## config.mk

```make
export PLATFORM = sky130hd
export DESIGN_NAME = cav_core
export DESIGN_NICKNAME = d
export VERILOG_FILES = /design/src/rtl/cav_pkg.sv /design/src/rtl/cav_ptr_step.sv /design/src/rtl/cav_irq_arb.sv /design/src/rtl/cav_core.sv
export SDC_FILE = /design/constraint.sdc
export NUM_CORES = 1
export LEC_CHECK = 0
export BUFFER_PORTS_ARGS = -buffer_cell sky130_fd_sc_hd__buf_2
export CAP_MARGIN = 15
export CORE_ASPECT_RATIO = 0.6
export CORE_MARGIN = 1.5
export CORE_UTILIZATION = 50
export CTS_CLUSTER_SIZE = 28
export DETAILED_ROUTE_END_ITERATION = 8
export HOLD_SLACK_MARGIN = 0.05
export PLACE_DENSITY = 0.73
export SYNTH_ARGS = -nofsm -noshare
export SYNTH_HDL_FRONTEND = slang
export SYNTH_SLANG_ARGS = --single-unit
```

## constraint.sdc

```tcl
create_clock -name REF_CLK_I -period 4.85 [get_ports REF_CLK_I]
set_input_delay 0.2425 -clock REF_CLK_I [delete_from_list [all_inputs] [get_ports REF_CLK_I]]
set_output_delay 0.2425 -clock REF_CLK_I [all_outputs]
set_load 0.02 [all_outputs]
```

## src/rtl/cav_pkg.sv

```systemverilog
// Purpose: Shared constants and carrier types for the addressing and vectoring block
// Assumes: Byte-wide special-register bus, one system clock
// Notes: Offsets are special-register addresses
package cav_pkg;
	// Register offsets
	localparam logic [7:0] CAV_OFS_SP_LOW = 8'h81;
	localparam logic [7:0] CAV_OFS_P0_LOW = 8'h82;
	localparam logic [7:0] CAV_OFS_P0_HIGH = 8'h83;
	localparam logic [7:0] CAV_OFS_P1_LOW = 8'h84;
	localparam logic [7:0] CAV_OFS_P1_HIGH = 8'h85;
	localparam logic [7:0] CAV_OFS_PSEL = 8'h86;
	localparam logic [7:0] CAV_OFS_WAIT = 8'h92;
	localparam logic [7:0] CAV_OFS_P0_TOP = 8'h93;
	localparam logic [7:0] CAV_OFS_P1_TOP = 8'h95;
	localparam logic [7:0] CAV_OFS_SP_HIGH = 8'h9b;
	localparam logic [7:0] CAV_OFS_AMODE = 8'h9d;
	localparam logic [7:0] CAV_OFS_STATUS = 8'hc5;
	localparam logic [7:0] CAV_OFS_XBASE = 8'hc6;
	localparam logic [7:0] CAV_OFS_TICKET = 8'hc7;
	localparam logic [7:0] CAV_OFS_RI_PAGE = 8'hda;
	localparam logic [7:0] CAV_OFS_RI_TOP = 8'hea;
	// Reset values
	localparam logic [7:0] CAV_RST_ZERO = 8'h00;
	localparam logic [3:0] CAV_RST_WAIT = 4'h7;
	// Field positions
	localparam int CAV_STAT_HIGH_BIT = 6;
	localparam int CAV_STAT_LOW_BIT = 5;
	localparam int CAV_AM_RELOC_BIT = 5;
	localparam int CAV_AM_RIPAGE_BIT = 3;
	localparam int CAV_AM_XSTACK_BIT = 2;
	localparam int CAV_AM_WIDE_BIT = 1;
	localparam int CAV_AM_LOW_BIT = 0;
	localparam int CAV_PS_DIR1_BIT = 7;
	localparam int CAV_PS_DIR0_BIT = 6;
	localparam int CAV_PS_TOGGLE_BIT = 5;
	localparam int CAV_PS_SEL_BIT = 0;
	// Ticket sequence
	localparam logic [7:0] CAV_TICKET_FIRST = 8'haa;
	localparam logic [7:0] CAV_TICKET_SECOND = 8'h55;
	// Interrupt sources and vectors
	localparam int CAV_IRQ_NUM = 15;
	localparam int CAV_IRQ_TIMER0 = 1;
	localparam int CAV_IRQ_TIMER1 = 3;
	localparam logic [15:0] CAV_VEC_FIRST = 16'h0003;
	localparam int CAV_VEC_STEP_SHIFT = 3;
	localparam logic [15:0] CAV_VEC_BKPT = 16'h0080;
	localparam logic [15:0] CAV_VEC_DEBUG = 16'h00c0;
	localparam logic [3:0] CAV_VEC_TOP_NIBBLE = 4'hf;
	// Ticket states
	typedef enum logic [2:0] {
		CAV_TK_IDLE = 3'b001,
		CAV_TK_ARMED = 3'b010,
		CAV_TK_OPEN = 3'b100
	} cav_ticket_t;
	// Arbitration classes
	typedef enum logic [2:0] {
		CAV_LVL_LOW = 3'b001,
		CAV_LVL_HIGH = 3'b010,
		CAV_LVL_DEBUG = 3'b100
	} cav_level_t;
	// Stack RAM access
	typedef struct packed {
		logic [15:0] addr;
		logic [7:0] wdata;
		logic we;
		logic re;
	} cav_stk_t;
	// Arbitration winner
	typedef struct packed {
		logic valid;
		logic [15:0] vec;
		logic [3:0] idx;
		logic dbg;
		logic breakpoint_irq;
		cav_level_t level;
	} cav_win_t;
endpackage

```

## src/rtl/cav_ptr_step.sv

```systemverilog
// Purpose: One step of a data pointer, up or down
// Assumes: Pointer is top:high:low, 24 bits
// Notes: Top byte joins the carry only in wide mode
`timescale 1ns/1ps
`default_nettype none
module cav_ptr_step import cav_pkg::*; (
	input wire logic [23:0] ptr_i,
	input wire logic dec_i,
	input wire logic wide_i,
	output logic [23:0] ptr_o
);
	logic [23:0] full;
	logic [15:0] low16;

	// Compute both widths, then pick; compatible mode keeps the top byte
	always_comb begin
		full = dec_i ? ptr_i - 24'h000001 : ptr_i + 24'h000001;
		low16 = dec_i ? ptr_i[15:0] - 16'h0001 : ptr_i[15:0] + 16'h0001;
		ptr_o = wide_i ? full : {ptr_i[23:16], low16};
	end
endmodule
`default_nettype wire

```

## src/rtl/cav_irq_arb.sv

```systemverilog
// Purpose: Two-level priority resolution with two debug-class sources on top
// Assumes: Requests are already sampled and held by the caller
// Notes: Purely combinational; the caller registers what it needs
`timescale 1ns/1ps
`default_nettype none
module cav_irq_arb import cav_pkg::*; #(
	parameter int NUM = CAV_IRQ_NUM
) (
	input wire logic [NUM-1:0] pend_i,
	input wire logic [NUM-1:0] en_i,
	input wire logic [NUM-1:0] high_i,
	input wire logic global_en_i,
	input wire logic bkp_i,
	input wire logic dbg_i,
	input wire logic [2:0] active_i,
	input wire logic [15:0] base_i,
	output cav_win_t win_o
);
	logic [NUM-1:0] live;
	logic [NUM-1:0] hi_req;
	logic [NUM-1:0] lo_req;
	logic [3:0] hi_idx;
	logic [3:0] lo_idx;
	logic blk_dbg;
	logic blk_high;
	logic blk_low;

	assign live = pend_i & en_i & {NUM{global_en_i}};
	assign hi_req = live & high_i;
	assign lo_req = live & ~high_i;
	// Nesting: a service blocks its own and lower levels
	assign blk_dbg = active_i[2];
	assign blk_high = active_i[2] | active_i[1];
	assign blk_low = |active_i;

	// Lowest index wins inside a level; scan downward so the last hit stays
	always_comb begin
		hi_idx = 4'h0;
		lo_idx = 4'h0;
		for (int i = NUM - 1; i >= 0; i--) begin
			if (hi_req[i]) begin
				hi_idx = 4'(i);
			end
			if (lo_req[i]) begin
				lo_idx = 4'(i);
			end
		end
	end

	// Debug over breakpoint over high over low; debug pair ignores the global enable
	always_comb begin
		win_o = '0;
		win_o.level = CAV_LVL_LOW;
		if ((dbg_i | bkp_i) && !blk_dbg) begin
			win_o.valid = 1'b1;
			win_o.dbg = dbg_i;
			win_o.breakpoint_irq = !dbg_i;
			win_o.level = CAV_LVL_DEBUG;
			win_o.vec = base_i | (dbg_i ? CAV_VEC_DEBUG : CAV_VEC_BKPT);
		end else if (|hi_req && !blk_high) begin
			win_o.valid = 1'b1;
			win_o.idx = hi_idx;
			win_o.level = CAV_LVL_HIGH;
			win_o.vec = base_i | (CAV_VEC_FIRST + (16'(hi_idx) << CAV_VEC_STEP_SHIFT));
		end else if (|lo_req && !blk_low) begin
			win_o.valid = 1'b1;
			win_o.idx = lo_idx;
			win_o.vec = base_i | (CAV_VEC_FIRST + (16'(lo_idx) << CAV_VEC_STEP_SHIFT));
		end
	end
endmodule
`default_nettype wire

```

## src/rtl/cav_core.sv

```systemverilog
// Purpose: Stack, addressing modes, wait states, data pointers and interrupt vectoring
// Assumes: All inputs synchronous to REF_CLK_I; CPU strobes are one-cycle pulses
// Notes: Register file sits on the byte-wide special-register bus
`timescale 1ns/1ps
`default_nettype none
module cav_core import cav_pkg::*; #(
	parameter int NUM_IRQ = CAV_IRQ_NUM,
	parameter logic [3:0] TOP_NIBBLE = CAV_VEC_TOP_NIBBLE
) (
	input wire logic REF_CLK_I,
	input wire logic RST_I,
	input wire logic [7:0] SFR_ADDR_I,
	input wire logic SFR_WR_I,
	input wire logic SFR_RD_I,
	input wire logic [7:0] SFR_WDATA_I,
	output logic [7:0] SFR_RDATA_O,
	input wire logic PUSH_I,
	input wire logic POP_I,
	input wire logic [7:0] ACC_I,
	output cav_stk_t STK_O,
	input wire logic FETCH_REQ_I,
	input wire logic [19:0] FETCH_ADDR_I,
	output logic [19:0] FLASH_ADDR_O,
	output logic FETCH_DONE_O,
	input wire logic MOVX_RI_I,
	input wire logic MOVX_DP_I,
	input wire logic [7:0] RI_I,
	input wire logic [7:0] P2_LATCH_I,
	output logic [23:0] XADDR_O,
	output logic XADDR_VLD_O,
	input wire logic PTR_INC_I,
	input wire logic PTR_USE_I,
	input wire logic [NUM_IRQ-1:0] IRQ_FLAG_I,
	input wire logic [NUM_IRQ-1:0] IRQ_EN_I,
	input wire logic [NUM_IRQ-1:0] IRQ_HIGH_I,
	input wire logic GLOBAL_EN_I,
	input wire logic BKPT_MATCH_I,
	input wire logic DBG_PORT_MODE_I,
	input wire logic DBG_MATCH_I,
	input wire logic IRQ_ACK_I,
	input wire logic RETI_I,
	output logic IRQ_REQ_O,
	output logic [15:0] IRQ_VEC_O,
	output logic [1:0] TIMER_CLR_O,
	output logic WIDE_MODE_O
);
	logic [7:0] sp_low_q, sp_high_q;
	logic [23:0] ptr0_q, ptr1_q;
	logic [7:0] psel_q;
	logic [3:0] wait_q;
	logic [7:0] amode_q;
	logic [7:0] xbase_q;
	logic [7:0] ri_page_q, ri_top_q;
	cav_ticket_t tk_q;
	logic prot_ok;
	logic wide;
	logic sel;
	logic [15:0] sp_full, sp_next;
	logic wr_sp_low, wr_sp_high;
	logic [23:0] ptr_cur, ptr_stepped;
	logic ptr_dec;
	logic ptr_used;
	logic [3:0] fcnt_q;
	logic fbusy_q;
	logic [NUM_IRQ-1:0] flag_smp_q;
	logic bkp_pend_q, dbg_pend_q;
	logic [2:0] active_q;
	logic [15:0] vec_base;
	cav_win_t win;
	logic take;
	logic [7:0] rd_mux;

	// Mode decode: upper mode bit alone selects wide addressing
	assign wide = amode_q[CAV_AM_WIDE_BIT];
	assign WIDE_MODE_O = wide;
	assign sel = psel_q[CAV_PS_SEL_BIT];

	// Ticket sequencer; any touch of the ticket register voids an open ticket
	always_ff @(posedge REF_CLK_I) begin
		if (RST_I) begin
			tk_q <= CAV_TK_IDLE;
		end else if (SFR_WR_I && SFR_ADDR_I == CAV_OFS_TICKET) begin
			if (SFR_WDATA_I == CAV_TICKET_FIRST) begin
				tk_q <= CAV_TK_ARMED;
			end else if (SFR_WDATA_I == CAV_TICKET_SECOND && tk_q == CAV_TK_ARMED) begin
				tk_q <= CAV_TK_OPEN;
			end else begin
				tk_q <= CAV_TK_IDLE;
			end
		end else if (SFR_RD_I && SFR_ADDR_I == CAV_OFS_TICKET) begin
			tk_q <= CAV_TK_IDLE;
		end else if (prot_ok) begin
			tk_q <= CAV_TK_IDLE;
		end
	end

	// A protected write is honoured only with an open ticket, which it then spends
	assign prot_ok = SFR_WR_I && tk_q == CAV_TK_OPEN
		&& (SFR_ADDR_I == CAV_OFS_AMODE || SFR_ADDR_I == CAV_OFS_XBASE);

	// Protected mode and relocation registers; the stack flag bit is not writable
	always_ff @(posedge REF_CLK_I) begin
		if (RST_I) begin
			amode_q <= CAV_RST_ZERO;
			xbase_q <= CAV_RST_ZERO;
		end else if (prot_ok) begin
			if (SFR_ADDR_I == CAV_OFS_AMODE) begin
				amode_q <= SFR_WDATA_I & ~(8'h01 << CAV_AM_XSTACK_BIT);
			end else begin
				xbase_q <= SFR_WDATA_I;
			end
		end
	end

	// Plain control registers
	always_ff @(posedge REF_CLK_I) begin
		if (RST_I) begin
			wait_q <= CAV_RST_WAIT;
			ri_page_q <= CAV_RST_ZERO;
			ri_top_q <= CAV_RST_ZERO;
		end else if (SFR_WR_I) begin
			case (SFR_ADDR_I)
				CAV_OFS_WAIT: wait_q <= SFR_WDATA_I[3:0];
				CAV_OFS_RI_PAGE: ri_page_q <= SFR_WDATA_I;
				CAV_OFS_RI_TOP: ri_top_q <= SFR_WDATA_I;
				default: ;
			endcase
		end
	end

	// Stack pointer: wide mode carries into the high byte, compatible stays in 8 bits
	assign sp_full = wide ? {sp_high_q, sp_low_q} : {8'h00, sp_low_q};
	assign wr_sp_low = SFR_WR_I && SFR_ADDR_I == CAV_OFS_SP_LOW;
	assign wr_sp_high = SFR_WR_I && SFR_ADDR_I == CAV_OFS_SP_HIGH;
	always_comb begin
		sp_next = sp_full;
		if (PUSH_I) begin
			sp_next = sp_full + 16'h0001;
		end else if (POP_I) begin
			sp_next = sp_full - 16'h0001;
		end
	end

	// Stack bytes; a push or pop in the same cycle outranks a bus write
	always_ff @(posedge REF_CLK_I) begin
		if (RST_I) begin
			sp_low_q <= CAV_RST_ZERO;
			sp_high_q <= CAV_RST_ZERO;
		end else if (PUSH_I || POP_I) begin
			sp_low_q <= sp_next[7:0];
			if (wide) begin
				sp_high_q <= sp_next[15:8];
			end
		end else begin
			if (wr_sp_low) begin
				sp_low_q <= SFR_WDATA_I;
			end
			if (wr_sp_high) begin
				sp_high_q <= SFR_WDATA_I;
			end
		end
	end

	// Stack RAM request, registered; push writes at the incremented address
	always_ff @(posedge REF_CLK_I) begin
		if (RST_I) begin
			STK_O <= '0;
		end else begin
			STK_O.we <= PUSH_I;
			STK_O.re <= POP_I && !PUSH_I;
			STK_O.wdata <= ACC_I;
			STK_O.addr <= PUSH_I ? sp_next : sp_full;
		end
	end

	// Pointer stepping: direction bit chosen by the selected pointer
	assign ptr_cur = sel ? ptr1_q : ptr0_q;
	assign ptr_dec = sel ? psel_q[CAV_PS_DIR1_BIT] : psel_q[CAV_PS_DIR0_BIT];
	assign ptr_used = PTR_INC_I | PTR_USE_I | MOVX_DP_I;

	cav_ptr_step u_step (
		.ptr_i(ptr_cur),
		.dec_i(ptr_dec),
		.wide_i(wide),
		.ptr_o(ptr_stepped)
	);

	// Pointer bytes; an executed step outranks a same-cycle bus write
	always_ff @(posedge REF_CLK_I) begin
		if (RST_I) begin
			ptr0_q <= 24'h000000;
			ptr1_q <= 24'h000000;
		end else if (PTR_INC_I) begin
			if (sel) begin
				ptr1_q <= ptr_stepped;
			end else begin
				ptr0_q <= ptr_stepped;
			end
		end else if (SFR_WR_I) begin
			case (SFR_ADDR_I)
				CAV_OFS_P0_LOW: ptr0_q[7:0] <= SFR_WDATA_I;
				CAV_OFS_P0_HIGH: ptr0_q[15:8] <= SFR_WDATA_I;
				CAV_OFS_P0_TOP: ptr0_q[23:16] <= SFR_WDATA_I;
				CAV_OFS_P1_LOW: ptr1_q[7:0] <= SFR_WDATA_I;
				CAV_OFS_P1_HIGH: ptr1_q[15:8] <= SFR_WDATA_I;
				CAV_OFS_P1_TOP: ptr1_q[23:16] <= SFR_WDATA_I;
				default: ;
			endcase
		end
	end

	// Selection register; hardware toggling wins over a bus write of the same cycle
	always_ff @(posedge REF_CLK_I) begin
		if (RST_I) begin
			psel_q <= CAV_RST_ZERO;
		end else begin
			if (SFR_WR_I && SFR_ADDR_I == CAV_OFS_PSEL) begin
				psel_q <= SFR_WDATA_I & 8'he1;
			end
			if (ptr_used && psel_q[CAV_PS_TOGGLE_BIT]) begin
				psel_q[CAV_PS_SEL_BIT] <= ~sel;
			end
		end
	end

	// External data address, registered with a one-cycle valid
	always_ff @(posedge REF_CLK_I) begin
		if (RST_I) begin
			XADDR_O <= 24'h000000;
			XADDR_VLD_O <= 1'b0;
		end else begin
			XADDR_VLD_O <= MOVX_RI_I | MOVX_DP_I;
			if (MOVX_RI_I) begin
				XADDR_O <= {ri_top_q,
					amode_q[CAV_AM_RIPAGE_BIT] ? ri_page_q : P2_LATCH_I, RI_I};
			end else if (MOVX_DP_I) begin
				XADDR_O <= ptr_cur;
			end
		end
	end

	// Fetch wait counter; requests while busy are ignored
	always_ff @(posedge REF_CLK_I) begin
		if (RST_I) begin
			fbusy_q <= 1'b0;
			fcnt_q <= 4'h0;
			FLASH_ADDR_O <= 20'h00000;
		end else if (!fbusy_q && FETCH_REQ_I) begin
			fbusy_q <= 1'b1;
			fcnt_q <= wait_q;
			FLASH_ADDR_O <= wide ? FETCH_ADDR_I : {4'h0, FETCH_ADDR_I[15:0]};
		end else if (fbusy_q) begin
			if (fcnt_q == 4'h0) begin
				fbusy_q <= 1'b0;
			end else begin
				fcnt_q <= fcnt_q - 4'h1;
			end
		end
	end
	assign FETCH_DONE_O = fbusy_q && fcnt_q == 4'h0;

	// Request sampling on every edge ahead of arbitration
	always_ff @(posedge REF_CLK_I) begin
		if (RST_I) begin
			flag_smp_q <= '0;
		end else begin
			flag_smp_q <= IRQ_FLAG_I;
		end
	end

	// Debug-class pending bits; a new event in the clearing cycle survives
	always_ff @(posedge REF_CLK_I) begin
		if (RST_I) begin
			bkp_pend_q <= 1'b0;
			dbg_pend_q <= 1'b0;
		end else begin
			if (BKPT_MATCH_I) begin
				bkp_pend_q <= 1'b1;
			end else if (take && win.breakpoint_irq) begin
				bkp_pend_q <= 1'b0;
			end
			if (DBG_MATCH_I && DBG_PORT_MODE_I) begin
				dbg_pend_q <= 1'b1;
			end else if (take && win.dbg) begin
				dbg_pend_q <= 1'b0;
			end
		end
	end

	// Relocated vectors sit in the top 4KB of flash
	assign vec_base = amode_q[CAV_AM_RELOC_BIT] ? {TOP_NIBBLE, 12'h000} : 16'h0000;

	cav_irq_arb #(
		.NUM(NUM_IRQ)
	) u_arb (
		.pend_i(flag_smp_q),
		.en_i(IRQ_EN_I),
		.high_i(IRQ_HIGH_I),
		.global_en_i(GLOBAL_EN_I),
		.bkp_i(bkp_pend_q),
		.dbg_i(dbg_pend_q),
		.active_i(active_q),
		.base_i(vec_base),
		.win_o(win)
	);

	assign IRQ_REQ_O = win.valid;
	assign IRQ_VEC_O = win.vec;
	assign take = IRQ_ACK_I && win.valid;

	// Service nesting; return retires the highest active level first
	always_ff @(posedge REF_CLK_I) begin
		if (RST_I) begin
			active_q <= 3'b000;
		end else if (take) begin
			active_q <= active_q | win.level;
		end else if (RETI_I) begin
			if (active_q[2]) begin
				active_q[2] <= 1'b0;
			end else if (active_q[1]) begin
				active_q[1] <= 1'b0;
			end else begin
				active_q[0] <= 1'b0;
			end
		end
	end

	// Timer flags are cleared by hardware when their vector is taken
	always_ff @(posedge REF_CLK_I) begin
		if (RST_I) begin
			TIMER_CLR_O <= 2'b00;
		end else begin
			TIMER_CLR_O[0] <= take && !win.level[2] && win.idx == 4'(CAV_IRQ_TIMER0);
			TIMER_CLR_O[1] <= take && !win.level[2] && win.idx == 4'(CAV_IRQ_TIMER1);
		end
	end

	// Read mux; unmapped offsets read zero
	always_comb begin
		case (SFR_ADDR_I)
			CAV_OFS_SP_LOW: rd_mux = sp_low_q;
			CAV_OFS_SP_HIGH: rd_mux = sp_high_q;
			CAV_OFS_P0_LOW: rd_mux = ptr0_q[7:0];
			CAV_OFS_P0_HIGH: rd_mux = ptr0_q[15:8];
			CAV_OFS_P0_TOP: rd_mux = ptr0_q[23:16];
			CAV_OFS_P1_LOW: rd_mux = ptr1_q[7:0];
			CAV_OFS_P1_HIGH: rd_mux = ptr1_q[15:8];
			CAV_OFS_P1_TOP: rd_mux = ptr1_q[23:16];
			CAV_OFS_PSEL: rd_mux = psel_q;
			CAV_OFS_WAIT: rd_mux = {4'h0, wait_q};
			CAV_OFS_AMODE: rd_mux = amode_q | (8'(wide) << CAV_AM_XSTACK_BIT);
			CAV_OFS_STATUS: rd_mux = (8'(active_q[1] | active_q[2]) << CAV_STAT_HIGH_BIT)
				| (8'(active_q[0]) << CAV_STAT_LOW_BIT);
			CAV_OFS_XBASE: rd_mux = xbase_q;
			CAV_OFS_TICKET: rd_mux = {7'h00, tk_q == CAV_TK_OPEN};
			CAV_OFS_RI_PAGE: rd_mux = ri_page_q;
			CAV_OFS_RI_TOP: rd_mux = ri_top_q;
			default: rd_mux = 8'h00;
		endcase
	end

	// Read data registered: valid the cycle after the read strobe
	always_ff @(posedge REF_CLK_I) begin
		if (RST_I) begin
			SFR_RDATA_O <= 8'h00;
		end else if (SFR_RD_I) begin
			SFR_RDATA_O <= rd_mux;
		end
	end
endmodule
`default_nettype wire

```

== Yosys cells after proc, flatten, opt, wreduce, memory -nomap -nowiden ==
Cells that the tools add are included.
Storage, ports and cells
  flip-flop bits (word level): 212
  output and inout bits: 100
  word-level logic and storage cells: 246
Operators by class
  add/subtract/negate cells: 9
  equality and inequality tests: 28
  mux-type cells: 91
  bitwise gates (word level): 19
  reductions and logical operators: 66
Operators with widths (number)
  24-bit two-way mux: 11
  8-bit equality test, second input constant: 17
  4-bit two-way mux: 34
  8-bit one-hot mux with 16 select lines: 1
  16-bit two-way mux: 6
  8-bit two-way mux: 12
  15-bit AND: 4
  16-bit bitwise OR: 3
  21-bit two-way mux: 2
  16-bit by 1-bit adder with 16-bit output, second input constant: 2
  16-bit by 1-bit subtractor with 16-bit output, second input constant: 2
  2-bit nonzero test: 15
  15-bit OR reduction: 2
  24-bit by 1-bit adder with 24-bit output, second input constant: 1
  3-bit two-way mux: 8
  24-bit by 1-bit subtractor with 24-bit output, second input constant: 1
  1-bit logical AND: 22
  3-bit AND reduction: 7
  20-bit two-way mux: 1
  17-bit two-way mux: 1
  2-bit by 7-bit adder with 8-bit output, first input constant: 2
  2-bit AND reduction: 8
  15-bit inverter: 1
  1-bit two-way mux: 11
  other kinds (20): 39

== Longest topological paths before layout ==
  depth in word-level cells: 27
  depth in mapped cells: 14

== Hierarchy ==
Synthesis repeated with hierarchy kept, for this count alone.
Unflattened totals
  cell total of the unflattened synthesis: 1577
  area total of the unflattened synthesis: 12822.3 um^2
Modules (own cells, without submodules)
  cav_core: instances 1, cells an instance 1270, area each 10620.2 um^2, sequential area each 4244.1 um^2
  cav_ptr_step: instances 1, cells an instance 169, area each 1224.9 um^2, sequential area each 0.0 um^2
  cav_irq_arb: instances 1, cells an instance 138, area each 977.2 um^2, sequential area each 0.0 um^2

== Worst setup path after synthesis ==
OpenSTA, ideal clock, no wires.
  kind: reg-to-reg
  start point: register psel_q[0]
  end point: register ptr0_q[22]
  setup time: 0.130 ns
  arrival: 3.301 ns
  data required time: 4.720 ns
  setup slack: 1.420 ns
  stages on the path, launching flop included: 13
  path buffers: 2
  period minus slack after synthesis: 3.430 ns
  cells stage by stage: dfxtp_1 buf_2 buf_1 mux2_2 ha_1 a2111oi_2 o21ai_2 a32o_2 a41oi_4 o221ai_2 mux2i_1 o31ai_1 o21ai_1
Between the ends
  cells in the longest elaborated chain, start to end: 6
Ends and longest elaborated chain
  start: declaration: line cav_core.sv:49  | logic [7:0] psel_q;
  start signal: assignment: line cav_core.sv:218  | psel_q <= SFR_WDATA_I & 8'he1;
  start signal: indexed assignment: line cav_core.sv:221  | psel_q[CAV_PS_SEL_BIT] <= ~sel;
  24-bit two-way mux: line cav_core.sv:177  | assign ptr_cur = sel ? ptr1_q : ptr0_q;
  24-bit by 1-bit adder with 24-bit output / 24-bit by 1-bit subtractor with 24-bit output (equally long branches): line cav_ptr_step.sv:17  | full = dec_i ? ptr_i - 24'h000001 : ptr_i + 24'h000001;
  24-bit two-way mux: line cav_ptr_step.sv:17
  24-bit two-way mux: line cav_ptr_step.sv:19  | ptr_o = wide_i ? full : {ptr_i[23:16], low16};
  24-bit two-way mux: line cav_core.sv:194  | if (sel) begin
  24-bit two-way mux: line cav_core.sv:193  | end else if (PTR_INC_I) begin
  end signal: assignment: line cav_core.sv:197  | ptr0_q <= ptr_stepped;
  end: declaration: line cav_core.sv:48  | logic [23:0] ptr0_q, ptr1_q;
Several ways; a longest one is shown, not always the timed one. The select of a mux whose other input is x is not followed.
A chain may end at the register's enable or synchronous reset.

== Worst setup path in the final report ==
Same ends and word-level chain as after synthesis.

==> results.py <==
metrics = {
    "flow_run": {
        "drv_cap": 0,
    },
    "drt": {
        "wl_met3_um": 5420,
        "drt_iter0_markers": 1609,
        "drc": 0,
        "wl_met2_um": 16600,
        "first_pass_iters": 8,
        "via_count": 12284,
        "viasPerCell": 6.07,
        "avgRoutedWirePerCell_um": 20.6,
        "top_layer": "met4",
        "wl_um": 41800,
        "drt-met1-wl_um": 19200,
        "antenna_left": 0,
    },
    "pwr": {
        "vdd_drop_max_mv": 0.262,
        "power_mw": 4.44,
        "p_per_area_nw_per_um2": 307,
        "leakage_nw": 6.15,
    },
    "timing": {
        "report.final.hold_viol_count": 0,
        "tightest_slew_ns": 1.04,
        "finalCritPeriodShare": 0.771,
        "hold_ws_ns": 0.0823,
        "report.final.slew_viol_count": 0,
        "period_needed_ns": 3.74,
        "fin_ws_ns": 1.11,
        "tns_ns": 0,
        "fin_skew_ns": 0.0136,
        "max_freq_mhz": 268,
        "finalSetupViolCount": 0,
        "max_slew_margin": 0.300,
        "rsz0062_at_grt": "no",
    },
    "cells_and_area": {
        "final_net_count": 1842,
        "layout_commonest_cell": "buf_2",
        "fin_area_um2": 14500,
        "fin_cells": 2024,
        "syn_to_final_growth_pct": 20.5,
        "drive_gt1_frac": 0.203,
        "fin_util": 0.620,
        "diodes": 0,
        "most-common-layout-cells": "buf_2 (215), dfxtp_1 (212), nor2_1 (173)",
    },
    "logic_synthesis": {
        "synthTopCellsByArea": "dfxtp_1 (35%), a21oi_1 (5.6%), nor2_1 (5.4%)",
        "yosys.cell_types.count": 94,
        "yosysSeqAreaShare": 0.353,
        "ys_seq_elements": 212,
        "async_flop_share": 0,
        "synth_area_um2": 12000,
        "ys_warn_count": 0,
        "synthCells": 1492,
        "syn_avg_cell_area_um2": 8.05,
        "synth_top_area_share": 0.353,
        "synth_edf_count": 0,
        "yosys.area.top_type": "dfxtp_1",
        "synth-main-ff-cell": "dfxtp_1",
    },
    "clocking": {
        "numCtsBuffers": 22,
        "numClockSinks": 212,
        "clockRootBuffer": "clkbuf_16",
        "cts_setup_buffers": 0,
        "cts.path.max_buffers": 3,
        "cts_tree": "yes",
        "htreeDepth": 1,
        "clk_latency_ns": 0.53,
        "ctsResizeCount": 0,
        "clkTransAtPathRegs_ns": 0.07,
    },
    "floorplan": {
        "dieArea_um2": 25000,
        "core_area_um2": 23300,
        "dieHeight_um": 123,
        "row_count": 43,
        "start_util": 0.515,
        "fp.dieW_um": 203,
        "io_pins": 222,
    },
    "worst_setup_path": {
        "crit_fanout": 15,
        "critPathArrivalTime_ns": 4.14,
        "crit_required_ns": 5.25,
        "worstSetupPathType": "flop to flop",
        "start_kind": "flop",
        "cp-end-kind": "flop",
    },
    "placement": {
        "placed_cells": 1928,
        "place_ws_ns": 1.17,
        "io_buffers": 216,
        "gp_congestion": 0.983,
        "dp_hpwl_um": 30500,
        "post_dp_cell_area_um2": 13100,
    },
    "global_routing": {
        "antenna_found_initial": 0,
        "overflow": 0,
        "track_usage": 0.328,
        "grt_first_pass_wirelength_um": 63300,
        "grt_max_degree": 72,
        "grt_pass1_vias": 11023,
    },
    "hold_path": {
        "hold_path_class": "input pin to flop",
    },
    "status": {
        "status": "complete, no violations",
    },
}
-- cells in the mapped netlist, types with 6 or more instances --
library cell and count:
dfxtp_1 212, nor2_1 173, nand2_1 170, a21oi_1 134, clkbuf_1 64, nand3_1 63
mux2i_1 56, nor2b_1 43, o21ai_0 43, a211oi_1 42, nand4_1 33, inv_1 27
ha_1 26, a22oi_1 25, buf_2 25, mux2_2 24, xnor2_1 21, and2_1 19
o21ai_1 19, a21o_1 17, nand2b_1 15, and4b_1 14, nor3_1 14, xor2_1 12
and3_1 11, buf_4 11, a221oi_1 10, a31oi_1 10, a222oi_1 9, buf_1 9
o31ai_1 9, a311oi_1 8, nor2_2 8, o22ai_1 8, o21a_1 6, or3_1 6
-- area by class of cell --
type | instances | area (um2)
timing repair buffer | 285 | 1750
multi-input combinational | 1144 | 7160
sequential | 212 | 4240
clock inverter | 13 | 191
clock buffer | 27 | 631
inverter | 28 | 105
fill | 2090 | 8870
tap | 315 | 394
-- sequential cells by signal, summed over array words and instances, names as in the netlist, 15 cells and up --
| register | cells |
|---|---|
| STK_O | 26 |
| XADDR_O | 24 |
| ptr0_q | 24 |
| ptr1_q | 24 |
| FLASH_ADDR_O | 20 |
| flag_smp_q | 15 |
-- worst max-delay path: stages, from the launching register on --
cell and delay [ns]:
dfxtp_1 0.35, mux2i_1 0.39, inv_1 0.40, fa_1 0.57, a21o_1 0.19, a21oi_2 0.21, o21ai_2 0.11, a32o_2 0.34
a41oi_4 0.34, o221ai_2 0.16, mux2i_1 0.13, o31ai_1 0.31, o21ai_1 0.09
-- where the power goes --
group / switching, mW / internal, mW
clock network: 0.762 / 1.15
logic: 0.405 / 0.256
registers: 0.0619 / 1.81
-- kinds of logic after synthesis --
group           Yosys count  share of synthesized area
other cells               1                   0.000312
flops                   212                      0.353
fa+ha+maj                27                     0.0287
xor+xnor                 33                     0.0241
compound gates          383                      0.211
buf+inv                 140                     0.0517
mux                      80                     0.0692
simple gates            616                      0.262
-- worst paths after layout --
| kind | from | endpoint | slack [ns] | cells past startpoint |
|---|---|---|---|---|
| worst max-delay path | psel_q[0]$_SDFFE_PP0P_ | ptr0_q[22]$_SDFFE_PP0P_ | 1.11 | 12 |
| worst min-delay path | RST_I | flag_smp_q[9]$_SDFF_PP0_ | 0.08 | 2 |
| worst max register to register | psel_q[0]$_SDFFE_PP0P_ | ptr0_q[22]$_SDFFE_PP0P_ | 1.11 | 12 |
| worst min register to register | FLASH_ADDR_O[4]$_SDFFE_PP0P_ | FLASH_ADDR_O[4]$_SDFFE_PP0P_ | 0.45 | 2 |
-- routing by layer --
metal  global-route usage  vias up
li1                     -     5758
met1                0.485     5804
met2                0.459      674
met3                0.112       48
met4               0.0556        0
met5                    0        -
-- what timing repair did --
| action | CTS | global route |
|---|---|---|
| setup endpoints to repair | 0 | 0 |
| endpoints found under the hold margin | 55 | 0 |
| hold buffers | 56 | 0 |
No activity file was read; power rests on OpenSTA's default activity.
